==> src/inc/nand_host_regs.svh <==
// command codes and bus timing counts for the nand host sequencer
`ifndef NAND_HOST_REGS_SVH
`define NAND_HOST_REGS_SVH

// ************************************
// command codes
// ************************************
`define NH_C_READ      8'h00
`define NH_C_READ_GO   8'h30
`define NH_C_RDOUT     8'h05
`define NH_C_RDOUT_GO  8'he0
`define NH_C_CACHE_RD  8'h31
`define NH_C_CACHE_END 8'h3f
`define NH_C_ID        8'h90
`define NH_C_PARAM     8'hec
`define NH_C_UID       8'hed
`define NH_C_SETFEAT   8'hef
`define NH_C_GETFEAT   8'hee
`define NH_C_RESET     8'hff
`define NH_C_PROG      8'h80
`define NH_C_PROG2     8'h81
`define NH_C_PROG_GO   8'h10
`define NH_C_CPROG_GO  8'h15
`define NH_C_PLANE_GO  8'h11
`define NH_C_RNDIN     8'h85
`define NH_C_ERASE     8'h60
`define NH_C_ERASE_GO  8'hd0
`define NH_C_ERASE_PL  8'hd1
`define NH_C_STATUS    8'h70
`define NH_C_STATUS_EN 8'h78
`define NH_C_PROT      8'h7a

// ************************************
// timing, figures in ns or us, counts in 25 ns cycles
// ************************************
`define NH_CLK_NS      25
`define NH_T_ADL_NS    70
`define NH_T_WHR_NS    60
`define NH_T_RHW_NS    60
`define NH_T_WW_NS     100
`define NH_T_WB_NS     100
`define NH_T_R_US      25
`define NH_T_DBSY_US   1
`define NH_T_RST_I_US  5
`define NH_T_RST_R_US  10
`define NH_C_ADL       ((`NH_T_ADL_NS + `NH_CLK_NS - 1) / `NH_CLK_NS)
`define NH_C_WHR       ((`NH_T_WHR_NS + `NH_CLK_NS - 1) / `NH_CLK_NS)
`define NH_C_RHW       ((`NH_T_RHW_NS + `NH_CLK_NS - 1) / `NH_CLK_NS)
`define NH_C_WW        ((`NH_T_WW_NS + `NH_CLK_NS - 1) / `NH_CLK_NS)
`define NH_C_WB        (((`NH_T_WB_NS + `NH_CLK_NS - 1) / `NH_CLK_NS) + 2)
`define NH_C_R         ((`NH_T_R_US * 1000) / `NH_CLK_NS)
`define NH_C_DBSY      ((`NH_T_DBSY_US * 1000) / `NH_CLK_NS)
`define NH_C_RST_I     ((`NH_T_RST_I_US * 1000) / `NH_CLK_NS)
`define NH_C_RST_R     ((`NH_T_RST_R_US * 1000) / `NH_CLK_NS)
`define NH_C_RE_LOW    3
`define NH_TMR_W       18

`endif

==> src/inc/nand_host_pkg.sv <==
// types shared by the nand host sequencer and its bench
package nand_host_pkg;

	typedef enum logic [2:0] {
		K_CMD, K_ADDR, K_DIN, K_DOUT, K_WAIT, K_DESEL
	} kind_t;

	typedef struct packed {
		kind_t      kind;
		logic [7:0] data;
	} req_t;

	typedef struct packed {
		logic [7:0] data;
		logic       timeout;
	} resp_t;

	typedef struct packed {
		logic ce_n;
		logic cle;
		logic ale;
		logic we_n;
		logic re_n;
		logic wp_n;
	} pins_t;

	typedef enum logic [1:0] {CL_NONE, CL_READ, CL_PE} opcls_t;

endpackage : nand_host_pkg

==> src/rtl/nand_host.sv <==
// nand flash host: turns queued bus cycles into strobes on the flash pins
//
// Overview of operation
// WE# rise classifies cmd, addr, data cycles
// write-mode commands only with WP# high
// write-mode address cycles need WP# high
// each RE# falling strobe fetches next byte
// WP# low inhibits; settle 100 ns first
// read, random out, cache read sequences
// page read busy at most 25 us
// reset anytime; done in 5/10/500 us
// status 70h/78h allowed while busy
// protection status 7Ah only when ready
// id, parameter, uid, feature commands accepted
// single-plane program, cache, erase, random input
// onfi two-plane program uses 80h twice
// onfi two-plane erase uses D1h then D0h
// traditional two-plane uses 81h or 60h-60h
// undefined command codes are never issued
// ready/busy only pulled low; pulled up outside
// ready/busy low for whole operation
// 70 ns from last address to data
// two-plane intermediate busy at most 1 us
// no commands until ready or 1 ms
// chip disabled ignores strobes: standby
`timescale 1ns/1ps
`default_nettype none
`include "nand_host_regs.svh"

module nand_host #(
	parameter int POR_CYCLES    = 40000,
	parameter int RST_PE_CYCLES = 20000,
	parameter int PE_CYCLES     = 140000
) (
	// clock and reset
	input  wire logic                  clk_sys_in,
	input  wire logic                  rst_in,
	// user request stream
	input  wire logic                  req_valid_in,
	output logic                       req_ready_out,
	input  wire nand_host_pkg::req_t   req_in,
	input  wire logic                  wp_allow_in,
	// user answers
	output logic                       resp_valid_out,
	output nand_host_pkg::resp_t       resp_out,
	output logic                       refused_out,
	output logic                       flash_busy_out,
	// flash pins
	output nand_host_pkg::pins_t       pins_out,
	input  wire logic [7:0]            dq_in,
	output logic [7:0]                 dq_out,
	output logic                       dq_oe_out,
	input  wire logic                  rb_n_in
);

	// ************************************
	// command classes
	// ************************************
	function automatic logic cmd_legal(input logic [7:0] c);
		unique case (c)
			`NH_C_READ, `NH_C_READ_GO, `NH_C_RDOUT, `NH_C_RDOUT_GO, `NH_C_CACHE_RD,
			`NH_C_CACHE_END, `NH_C_ID, `NH_C_PARAM, `NH_C_UID, `NH_C_SETFEAT,
			`NH_C_GETFEAT, `NH_C_RESET, `NH_C_PROG, `NH_C_PROG2, `NH_C_PROG_GO,
			`NH_C_CPROG_GO, `NH_C_PLANE_GO, `NH_C_RNDIN, `NH_C_ERASE, `NH_C_ERASE_GO,
			`NH_C_ERASE_PL, `NH_C_STATUS, `NH_C_STATUS_EN, `NH_C_PROT: cmd_legal = 1'b1;
			default: cmd_legal = 1'b0;
		endcase
	endfunction : cmd_legal

	function automatic logic cmd_write(input logic [7:0] c);
		unique case (c)
			`NH_C_PROG, `NH_C_PROG2, `NH_C_PROG_GO, `NH_C_CPROG_GO, `NH_C_PLANE_GO,
			`NH_C_RNDIN, `NH_C_ERASE, `NH_C_ERASE_GO, `NH_C_ERASE_PL: cmd_write = 1'b1;
			default: cmd_write = 1'b0;
		endcase
	endfunction : cmd_write

	function automatic logic cmd_busy_ok(input logic [7:0] c);
		cmd_busy_ok = (c == `NH_C_RESET) || (c == `NH_C_STATUS) || (c == `NH_C_STATUS_EN);
	endfunction : cmd_busy_ok

	typedef enum logic [3:0] {
		S_POR, S_IDLE, S_WE_LO, S_WE_HI, S_WB, S_RE_LO, S_RE_HI, S_WAIT
	} state_t;

	// ************************************
	// pin synchronisers
	// ************************************
	logic [7:0] dq_s1_q, dq_s2_q;
	logic       rb_s1_q, rb_s2_q;

	always_ff @(posedge clk_sys_in or posedge rst_in) begin
		if (rst_in) begin
			dq_s1_q <= 8'h00;
			dq_s2_q <= 8'h00;
			rb_s1_q <= 1'b0;
			rb_s2_q <= 1'b0;
		end else begin
			dq_s1_q <= dq_in;
			dq_s2_q <= dq_s1_q;
			rb_s1_q <= rb_n_in;
			rb_s2_q <= rb_s1_q;
		end
	end

	// device only pulls the line low; a released line reads high via the board pull-up
	wire busy = !rb_s2_q;

	// ************************************
	// sequencer
	// ************************************
	state_t                      st_q, st_d;
	logic [`NH_TMR_W-1:0]        tmr_q, tmr_d, lim_q, lim_d;
	logic [2:0]                  gap_q, gap_d, wpc_q, wpc_d;
	nand_host_pkg::pins_t        pin_q, pin_d;
	logic [7:0]                  dq_q, dq_d;
	logic                        oe_q, oe_d, wmode_q, wmode_d;
	logic                        rv_q, rv_d, ref_q, ref_d;
	nand_host_pkg::resp_t        rsp_q, rsp_d;
	nand_host_pkg::opcls_t       cls_q, cls_d;
	logic                        we_kind, needs_wp, can_go;

	always_comb begin
		we_kind  = req_in.kind inside {nand_host_pkg::K_CMD, nand_host_pkg::K_ADDR,
		                              nand_host_pkg::K_DIN};
		needs_wp = (req_in.kind == nand_host_pkg::K_CMD && cmd_write(req_in.data))
		        || (req_in.kind == nand_host_pkg::K_ADDR && wmode_q)
		        || (req_in.kind == nand_host_pkg::K_DIN);
		can_go   = (gap_q == 3'h0)
		        && (!we_kind || (wpc_q == 3'h0 && wp_allow_in == pin_q.wp_n));
		// while busy only reset, status reads, waits and deselects may go out; the rest waits
		if (busy && req_in.kind != nand_host_pkg::K_WAIT && req_in.kind != nand_host_pkg::K_DESEL
		    && !(req_in.kind == nand_host_pkg::K_CMD && cmd_busy_ok(req_in.data)))
			can_go = 1'b0;
		req_ready_out = (st_q == S_IDLE) && can_go;
	end

	always_comb begin
		st_d    = st_q;
		tmr_d   = tmr_q;
		lim_d   = lim_q;
		gap_d   = (gap_q != 3'h0) ? gap_q - 3'h1 : 3'h0;
		wpc_d   = (wpc_q != 3'h0) ? wpc_q - 3'h1 : 3'h0;
		pin_d   = pin_q;
		dq_d    = dq_q;
		oe_d    = oe_q;
		wmode_d = wmode_q;
		rv_d    = 1'b0;
		ref_d   = 1'b0;
		rsp_d   = rsp_q;
		cls_d   = cls_q;
		// never move wp in the cycle before a write strobe rises
		if (st_q != S_WE_LO)
			pin_d.wp_n = wp_allow_in;
		if (wp_allow_in != pin_q.wp_n)
			wpc_d = 3'(`NH_C_WW);
		unique case (st_q)
			S_POR: begin
				tmr_d = tmr_q + 1'b1;
				if (tmr_q == `NH_TMR_W'(POR_CYCLES) || (tmr_q > `NH_TMR_W'(4) && !busy))
					st_d = S_IDLE;
			end
			S_IDLE: begin
				if (req_valid_in && req_ready_out) begin
					pin_d.ce_n = 1'b0;
					tmr_d = '0;
					unique case (req_in.kind)
						nand_host_pkg::K_CMD, nand_host_pkg::K_ADDR, nand_host_pkg::K_DIN: begin
							if ((req_in.kind == nand_host_pkg::K_CMD && !cmd_legal(req_in.data))
							    || (needs_wp && !pin_q.wp_n)) begin
								ref_d = 1'b1;
								pin_d.ce_n = pin_q.ce_n;
							end else begin
								pin_d.cle  = req_in.kind == nand_host_pkg::K_CMD;
								pin_d.ale  = req_in.kind == nand_host_pkg::K_ADDR;
								pin_d.we_n = 1'b0;
								dq_d = req_in.data;
								oe_d = 1'b1;
								st_d = S_WE_LO;
							end
						end
						nand_host_pkg::K_DOUT: begin
							pin_d.re_n = 1'b0;
							st_d = S_RE_LO;
						end
						nand_host_pkg::K_WAIT: st_d = S_WAIT;
						nand_host_pkg::K_DESEL: pin_d.ce_n = 1'b1;
						default: ;
					endcase
				end
			end
			S_WE_LO: begin
				pin_d.we_n = 1'b1;
				st_d = S_WE_HI;
			end
			S_WE_HI: begin
				oe_d = 1'b0;
				pin_d.cle = 1'b0;
				pin_d.ale = 1'b0;
				gap_d = pin_q.ale ? 3'(`NH_C_ADL) : 3'(`NH_C_WHR);
				st_d = S_IDLE;
				if (pin_q.cle) begin
					tmr_d = '0;
					st_d = S_WB;
					if (cmd_write(dq_q))
						wmode_d = 1'b1;
					else if (!cmd_busy_ok(dq_q) || dq_q == `NH_C_RESET)
						wmode_d = 1'b0;
					unique case (dq_q)
						`NH_C_READ_GO, `NH_C_CACHE_RD, `NH_C_CACHE_END: begin
							lim_d = `NH_TMR_W'(`NH_C_R);
							cls_d = nand_host_pkg::CL_READ;
						end
						`NH_C_PLANE_GO, `NH_C_ERASE_PL: begin
							lim_d = `NH_TMR_W'(`NH_C_DBSY);
							cls_d = nand_host_pkg::CL_PE;
						end
						`NH_C_PROG_GO, `NH_C_CPROG_GO, `NH_C_ERASE_GO: begin
							lim_d = `NH_TMR_W'(PE_CYCLES);
							cls_d = nand_host_pkg::CL_PE;
						end
						`NH_C_RESET: begin
							if (!busy)
								lim_d = `NH_TMR_W'(`NH_C_RST_I);
							else if (cls_q == nand_host_pkg::CL_PE)
								lim_d = `NH_TMR_W'(RST_PE_CYCLES);
							else
								lim_d = `NH_TMR_W'(`NH_C_RST_R);
						end
						`NH_C_SETFEAT, `NH_C_GETFEAT: lim_d = `NH_TMR_W'(`NH_C_DBSY);
						default: ;
					endcase
				end
			end
			S_WB: begin
				tmr_d = tmr_q + 1'b1;
				if (tmr_q == `NH_TMR_W'(`NH_C_WB - 1))
					st_d = S_IDLE;
			end
			S_RE_LO: begin
				tmr_d = tmr_q + 1'b1;
				// held low long enough for access time plus the two sync stages
				if (tmr_q == `NH_TMR_W'(`NH_C_RE_LOW - 1)) begin
					pin_d.re_n = 1'b1;
					rsp_d.data = dq_s2_q;
					rsp_d.timeout = 1'b0;
					rv_d = 1'b1;
					st_d = S_RE_HI;
				end
			end
			S_RE_HI: begin
				gap_d = 3'(`NH_C_RHW);
				st_d = S_IDLE;
			end
			S_WAIT: begin
				tmr_d = tmr_q + 1'b1;
				if (!busy || tmr_q == lim_q) begin
					rsp_d.timeout = busy;
					rv_d = 1'b1;
					cls_d = busy ? cls_q : nand_host_pkg::CL_NONE;
					st_d = S_IDLE;
				end
			end
			default: st_d = S_IDLE;
		endcase
	end

	always_ff @(posedge clk_sys_in or posedge rst_in) begin
		if (rst_in) begin
			st_q    <= S_POR;
			tmr_q   <= '0;
			lim_q   <= '0;
			gap_q   <= 3'h0;
			wpc_q   <= 3'h0;
			pin_q   <= '{ce_n: 1'b1, cle: 1'b0, ale: 1'b0, we_n: 1'b1, re_n: 1'b1, wp_n: 1'b0};
			dq_q    <= 8'h00;
			oe_q    <= 1'b0;
			wmode_q <= 1'b0;
			rv_q    <= 1'b0;
			ref_q   <= 1'b0;
			rsp_q   <= '0;
			cls_q   <= nand_host_pkg::CL_NONE;
		end else begin
			st_q    <= st_d;
			tmr_q   <= tmr_d;
			lim_q   <= lim_d;
			gap_q   <= gap_d;
			wpc_q   <= wpc_d;
			pin_q   <= pin_d;
			dq_q    <= dq_d;
			oe_q    <= oe_d;
			wmode_q <= wmode_d;
			rv_q    <= rv_d;
			ref_q   <= ref_d;
			rsp_q   <= rsp_d;
			cls_q   <= cls_d;
		end
	end

	assign pins_out       = pin_q;
	assign dq_out         = dq_q;
	assign dq_oe_out      = oe_q;
	assign resp_valid_out = rv_q;
	assign resp_out       = rsp_q;
	assign refused_out    = ref_q;
	assign flash_busy_out = busy;
endmodule : nand_host
`default_nettype wire

==> config.mk <==
export PLATFORM = sky130hd
export DESIGN_NAME = nand_host
export DESIGN_NICKNAME = d
export VERILOG_FILES = /design/src/inc/nand_host_pkg.sv /design/src/rtl/nand_host.sv
export VERILOG_INCLUDE_DIRS = /design/src /design/src/inc
export SDC_FILE = /design/constraint.sdc
export NUM_CORES = 1
export LEC_CHECK = 0
export ABC_CLOCK_PERIOD_IN_PS = 3980
export BUFFER_PORTS_ARGS = -buffer_cell sky130_fd_sc_hd__buf_2
export CAP_MARGIN = 20
export CORE_MARGIN = 8
export CORE_UTILIZATION = 58
export DETAILED_ROUTE_END_ITERATION = 10
export PLACE_DENSITY = 0.8
export SLEW_MARGIN = 40
export SYNTH_ARGS = -nofsm -noshare
export SYNTH_HDL_FRONTEND = slang
export SYNTH_SLANG_ARGS = --single-unit
==> constraint.sdc <==
create_clock -name clk_sys_in -period 3.98 [get_ports clk_sys_in]
set_clock_uncertainty 0.2 [all_clocks]
set_input_delay 0.796 -clock clk_sys_in [delete_from_list [all_inputs] [get_ports clk_sys_in]]
set_output_delay 0.796 -clock clk_sys_in [all_outputs]
set_load 0.01 [all_outputs]
==> results by group <==
Clock network
  – Clock buffer count from CTS: 9
  – Total setup buffers inserted after CTS: 0
  – Clock tree root driver cell: clkbuf_8
  – TritonCTS clock tree: done
  – Maximum root-to-sink buffer count: 2
  – Worst skew pair latency: between 0.3 and 0.4 ns
  – Hold buffer count at CTS: 0
  – Count of instances resized after the clock tree is built: 0
  – Clock Sink Count: between 80 and 90
  – Clock H-tree levels: 3
  – Clock transition time at the flip-flop clock pins of the worst setup and hold paths: 0.08 ns

Power and ir drop
  – VDD IR-drop max: 0.3012 mV
  – Power density over cell area: 329.4 nW/um^2
  – Post-route total power: 1.585 mW
  – Leakage dissipation: 2.223 nW

Synthesis
  – Warning count from the yosys run: 0
  – Most repeated cell in the gate-level netlist after synthesis: dfrtp_1
  – Count of mapped cells out of synthesis: 423
  – Fraction of registers with async set/reset: 100.0%
  – Unique cell type count in the Yosys netlist: 75
  – Part of the Yosys area used for sequential elements: 48.46%
  – Primary flip-flop cell chosen by synthesis mapping: dfrtp_1
  – Synthesized Nets: roughly 450
  – Largest area contributor in the synthesized netlist: dfrtp_1
  – Top-area cell type share of the netlist area: 46.62%
  – Mean cell area of the mapped netlist: 10.15 um^2
  – Synthesized cell area: 4294 um^2
  – #FFs+latches synth: 83
  – Top cells by area, synth: dfrtp_1 47%, mux2_2 5.5%, nor2_1 2.9%
  – Most frequent cells after synthesis: 80 x dfrtp_1, 33 x nor2_1, 30 x nand2_1
  – Count of flip-flops with a built-in enable after synthesis: 0

GRT
  – Global-route usage over all layers: 19.65%
  – Antenna violations before repair: 0
  – Largest net degree at the start of global routing: 33
  – Via count of the first global-routing pass: 3,547
  – Global-route wire length before repair: approximately 16,000 um
  – Remaining global-route overflow: 0

Final layout
  – Antenna diode instance count: 0
  – Area of the multi-input gates: 2044 um^2
  – Fin nets: 502
  – Area growth from synthesis to layout: 12.09%
  – Non-Filler Cell Area, Final: 4813 um^2
  – Share of cells above drive strength 1: 25.58%
  – Register area: 2081 um^2
  – Layout filler cell count: 581
  – Core Util, Final: 66.72%

Detailed routing
  – Routed vias/inst: 5.990
  – Number of vias in the routed layout: 3,450
  – DRC marker count from the first detailed-route iteration: approximately 220
  – Post-DRT Antenna Nets: 0
  – Remaining DRCs: 0
  – Final wirelength: 9660 um
  – Detailed-route wire length per cell: 16.77 um
  – First-pass detailed-route iteration total: 5

STA
  – Hold violation count in the final report: 0
  – Worst rel slew slack: 51.25%
  – Final total negative setup slack: 0 ns
  – RSZ-0062 raised after global routing: false
  – Final min period: 3.141 ns
  – Peak clock frequency supported by timing: 0.3184 GHz
  – Fin crit share: slightly below 80%
  – Max-slew violation count: 0
  – Count of endpoints failing setup in the final report: 0
  – Worst Tran Pin Value: between 0.7 and 0.8 ns
  – Worst Hold Slack: 0.1534 ns

Worst setup path
  – Worst path required time: 2.98 ns
  – Critical path fanouts, max: 15
  – Category of the critical setup timing path: reg2out
  – Critical path's slowest cell: dfrtp_1
  – Critical path's top delay family: simple AND/OR/NAND/NOR gates
  – Kind of start point of the critical path: flop
  – Cell breakdown of the critical path: nor3b_2 -> and3b_1 -> o2111a_1 -> buf_2
  – Worst Path Arrival: 2.14 ns
  – Sort of element at the end of the critical path: output pin
  – Count of buffer and inverter cells on the critical path: 1
  – Slowest cell delay on critical path: 0.66 ns

Min path
  – Hold crit path type: reg2reg

Floorplan
  – Count of standard-cell rows: 31
  – Chip height: a little over 100 um
  – Die Wd: approximately 100 um
  – Starting density of the core: 59.52%
  – Floorplan Core Area: 7214 um^2
  – # IOs: between 50 and 60
  – Die outline area: approximately 10,000 um^2

Flow run
  – Number of violations of the max-capacitance limit: 0

Place
  – RePlAce Congestion: 0.8837
  – Placed wire-length estimate after detailed placement: 7065 um
  – Buffers added on ports: 51
  – Post-place instance area: 4603 um^2

Status
  – Run status: finished clean
[metrics by stage]
step,setup WS (ns),cells
after floorplan,0.8522,423
after global placement,0.9991,560
after detailed placement,0.9912,560
after CTS,0.8339,576
after global routing,0.7058,576
final,0.8393,576
[state kept, by name, summed over array words and instances (netlist names)]
| register | cells |
|---|---|
| wmode_q | 1 |
| gap_q | 3 |
| pins_out | 6 |
| dq_s2_q | 8 |
| rb_s2_q | 1 |
| resp_valid_out | 1 |
| dq_oe_out | 1 |
| resp_out | 9 |
| cls_q | 2 |
| wpc_q | 3 |
| refused_out | 1 |
| dq_out | 8 |
| lim_q | 9 |
| st_q | 3 |
| rb_s1_q | 1 |
| tmr_q | 18 |
| dq_s1_q | 8 |
[cell type report]
type	instances	share of cell area [%]
Timing Repair Buffer	55	5.927
Clock buffer	10	2.859
Tap cell	99	2.573
Sequential cell	83	43.23
Inverter	18	1.430
Multi-Input combinational cell	305	42.47
Clock inverter	6	1.508
[worst paths after layout]
kind | cells after the start | endpoint | slack (ns) | start
worst max-delay path | 4 | req_ready_out | 0.84 | st_q[0]
worst min-delay path | 0 | dq_s2_q[6] | 0.15 | dq_s1_q[6]
worst max register to register | 6 | tmr_q[3] | 1.22 | st_q[0]
worst min register to register | 0 | dq_s2_q[6] | 0.15 | dq_s1_q[6]
max in group asynchronous | 3 | lim_q[6] | 2.69 | rst_in
min in group asynchronous | 2 | wpc_q[2] | 0.18 | rst_in
[power by group]
part	internal (mW)	total (mW)	switching (mW)
Sequential	0.860	0.871	0.0103
Combinational	0.0307	0.0861	0.0554
Clock	0.315	0.629	0.314
Total	1.21	1.59	0.380
[cell families (layout without fill, tap and decap cells)]
logic type      count (synthesis)  after routing  share of synthesized area (%)
compound gates                 97             97                          15.41
flops                          83             83                          48.46
xor+xnor                       15             15                          3.060
fa+ha+maj                       6              6                          1.748
buf+inv                        35             89                          4.108
mux                            23             23                          5.973
simple gates                  164            164                          21.24
[worst register-to-register path, delay by kind of cell (launching register included)]
| family | cells | cell delay (ns) |
|---|---|---|
| compound gates | 3 | 0.92 |
| simple gates | 3 | 0.87 |
| flops | 1 | 0.66 |
[metal layers]
| layer | vias up | wire (um) | track usage, % | part of all wire (%) |
|---|---|---|---|---|
| met5 | - | 0 | 0 | 0 |
| li1 | 1653 | - | - | - |
| met1 | 1677 | 4188 | 23.36 | 43 |
| met4 | 0 | 176 | 8.916 | 1.8 |
| met3 | 20 | 508 | 5.313 | 5.3 |
| met2 | 100 | 4785 | 32.48 | 50 |
[cell usage in the layout (no fill, tap or decap), types with 12 or more instances in the layout]
cell type / netlist / final
a21oi_1: 21 / 20
buf_2: 6 / 51
dfrtp_1: 80 / 80
inv_1: 18 / 17
mux2_2: 21 / 21
nand2_1: 30 / 30
nand3_1: 18 / 18
nor2_1: 33 / 33
nor3_1: 18 / 18
o21ai_0: 18 / 18
xor2_1: 12 / 12
Note: power is estimated with default switching activity, not from simulation.
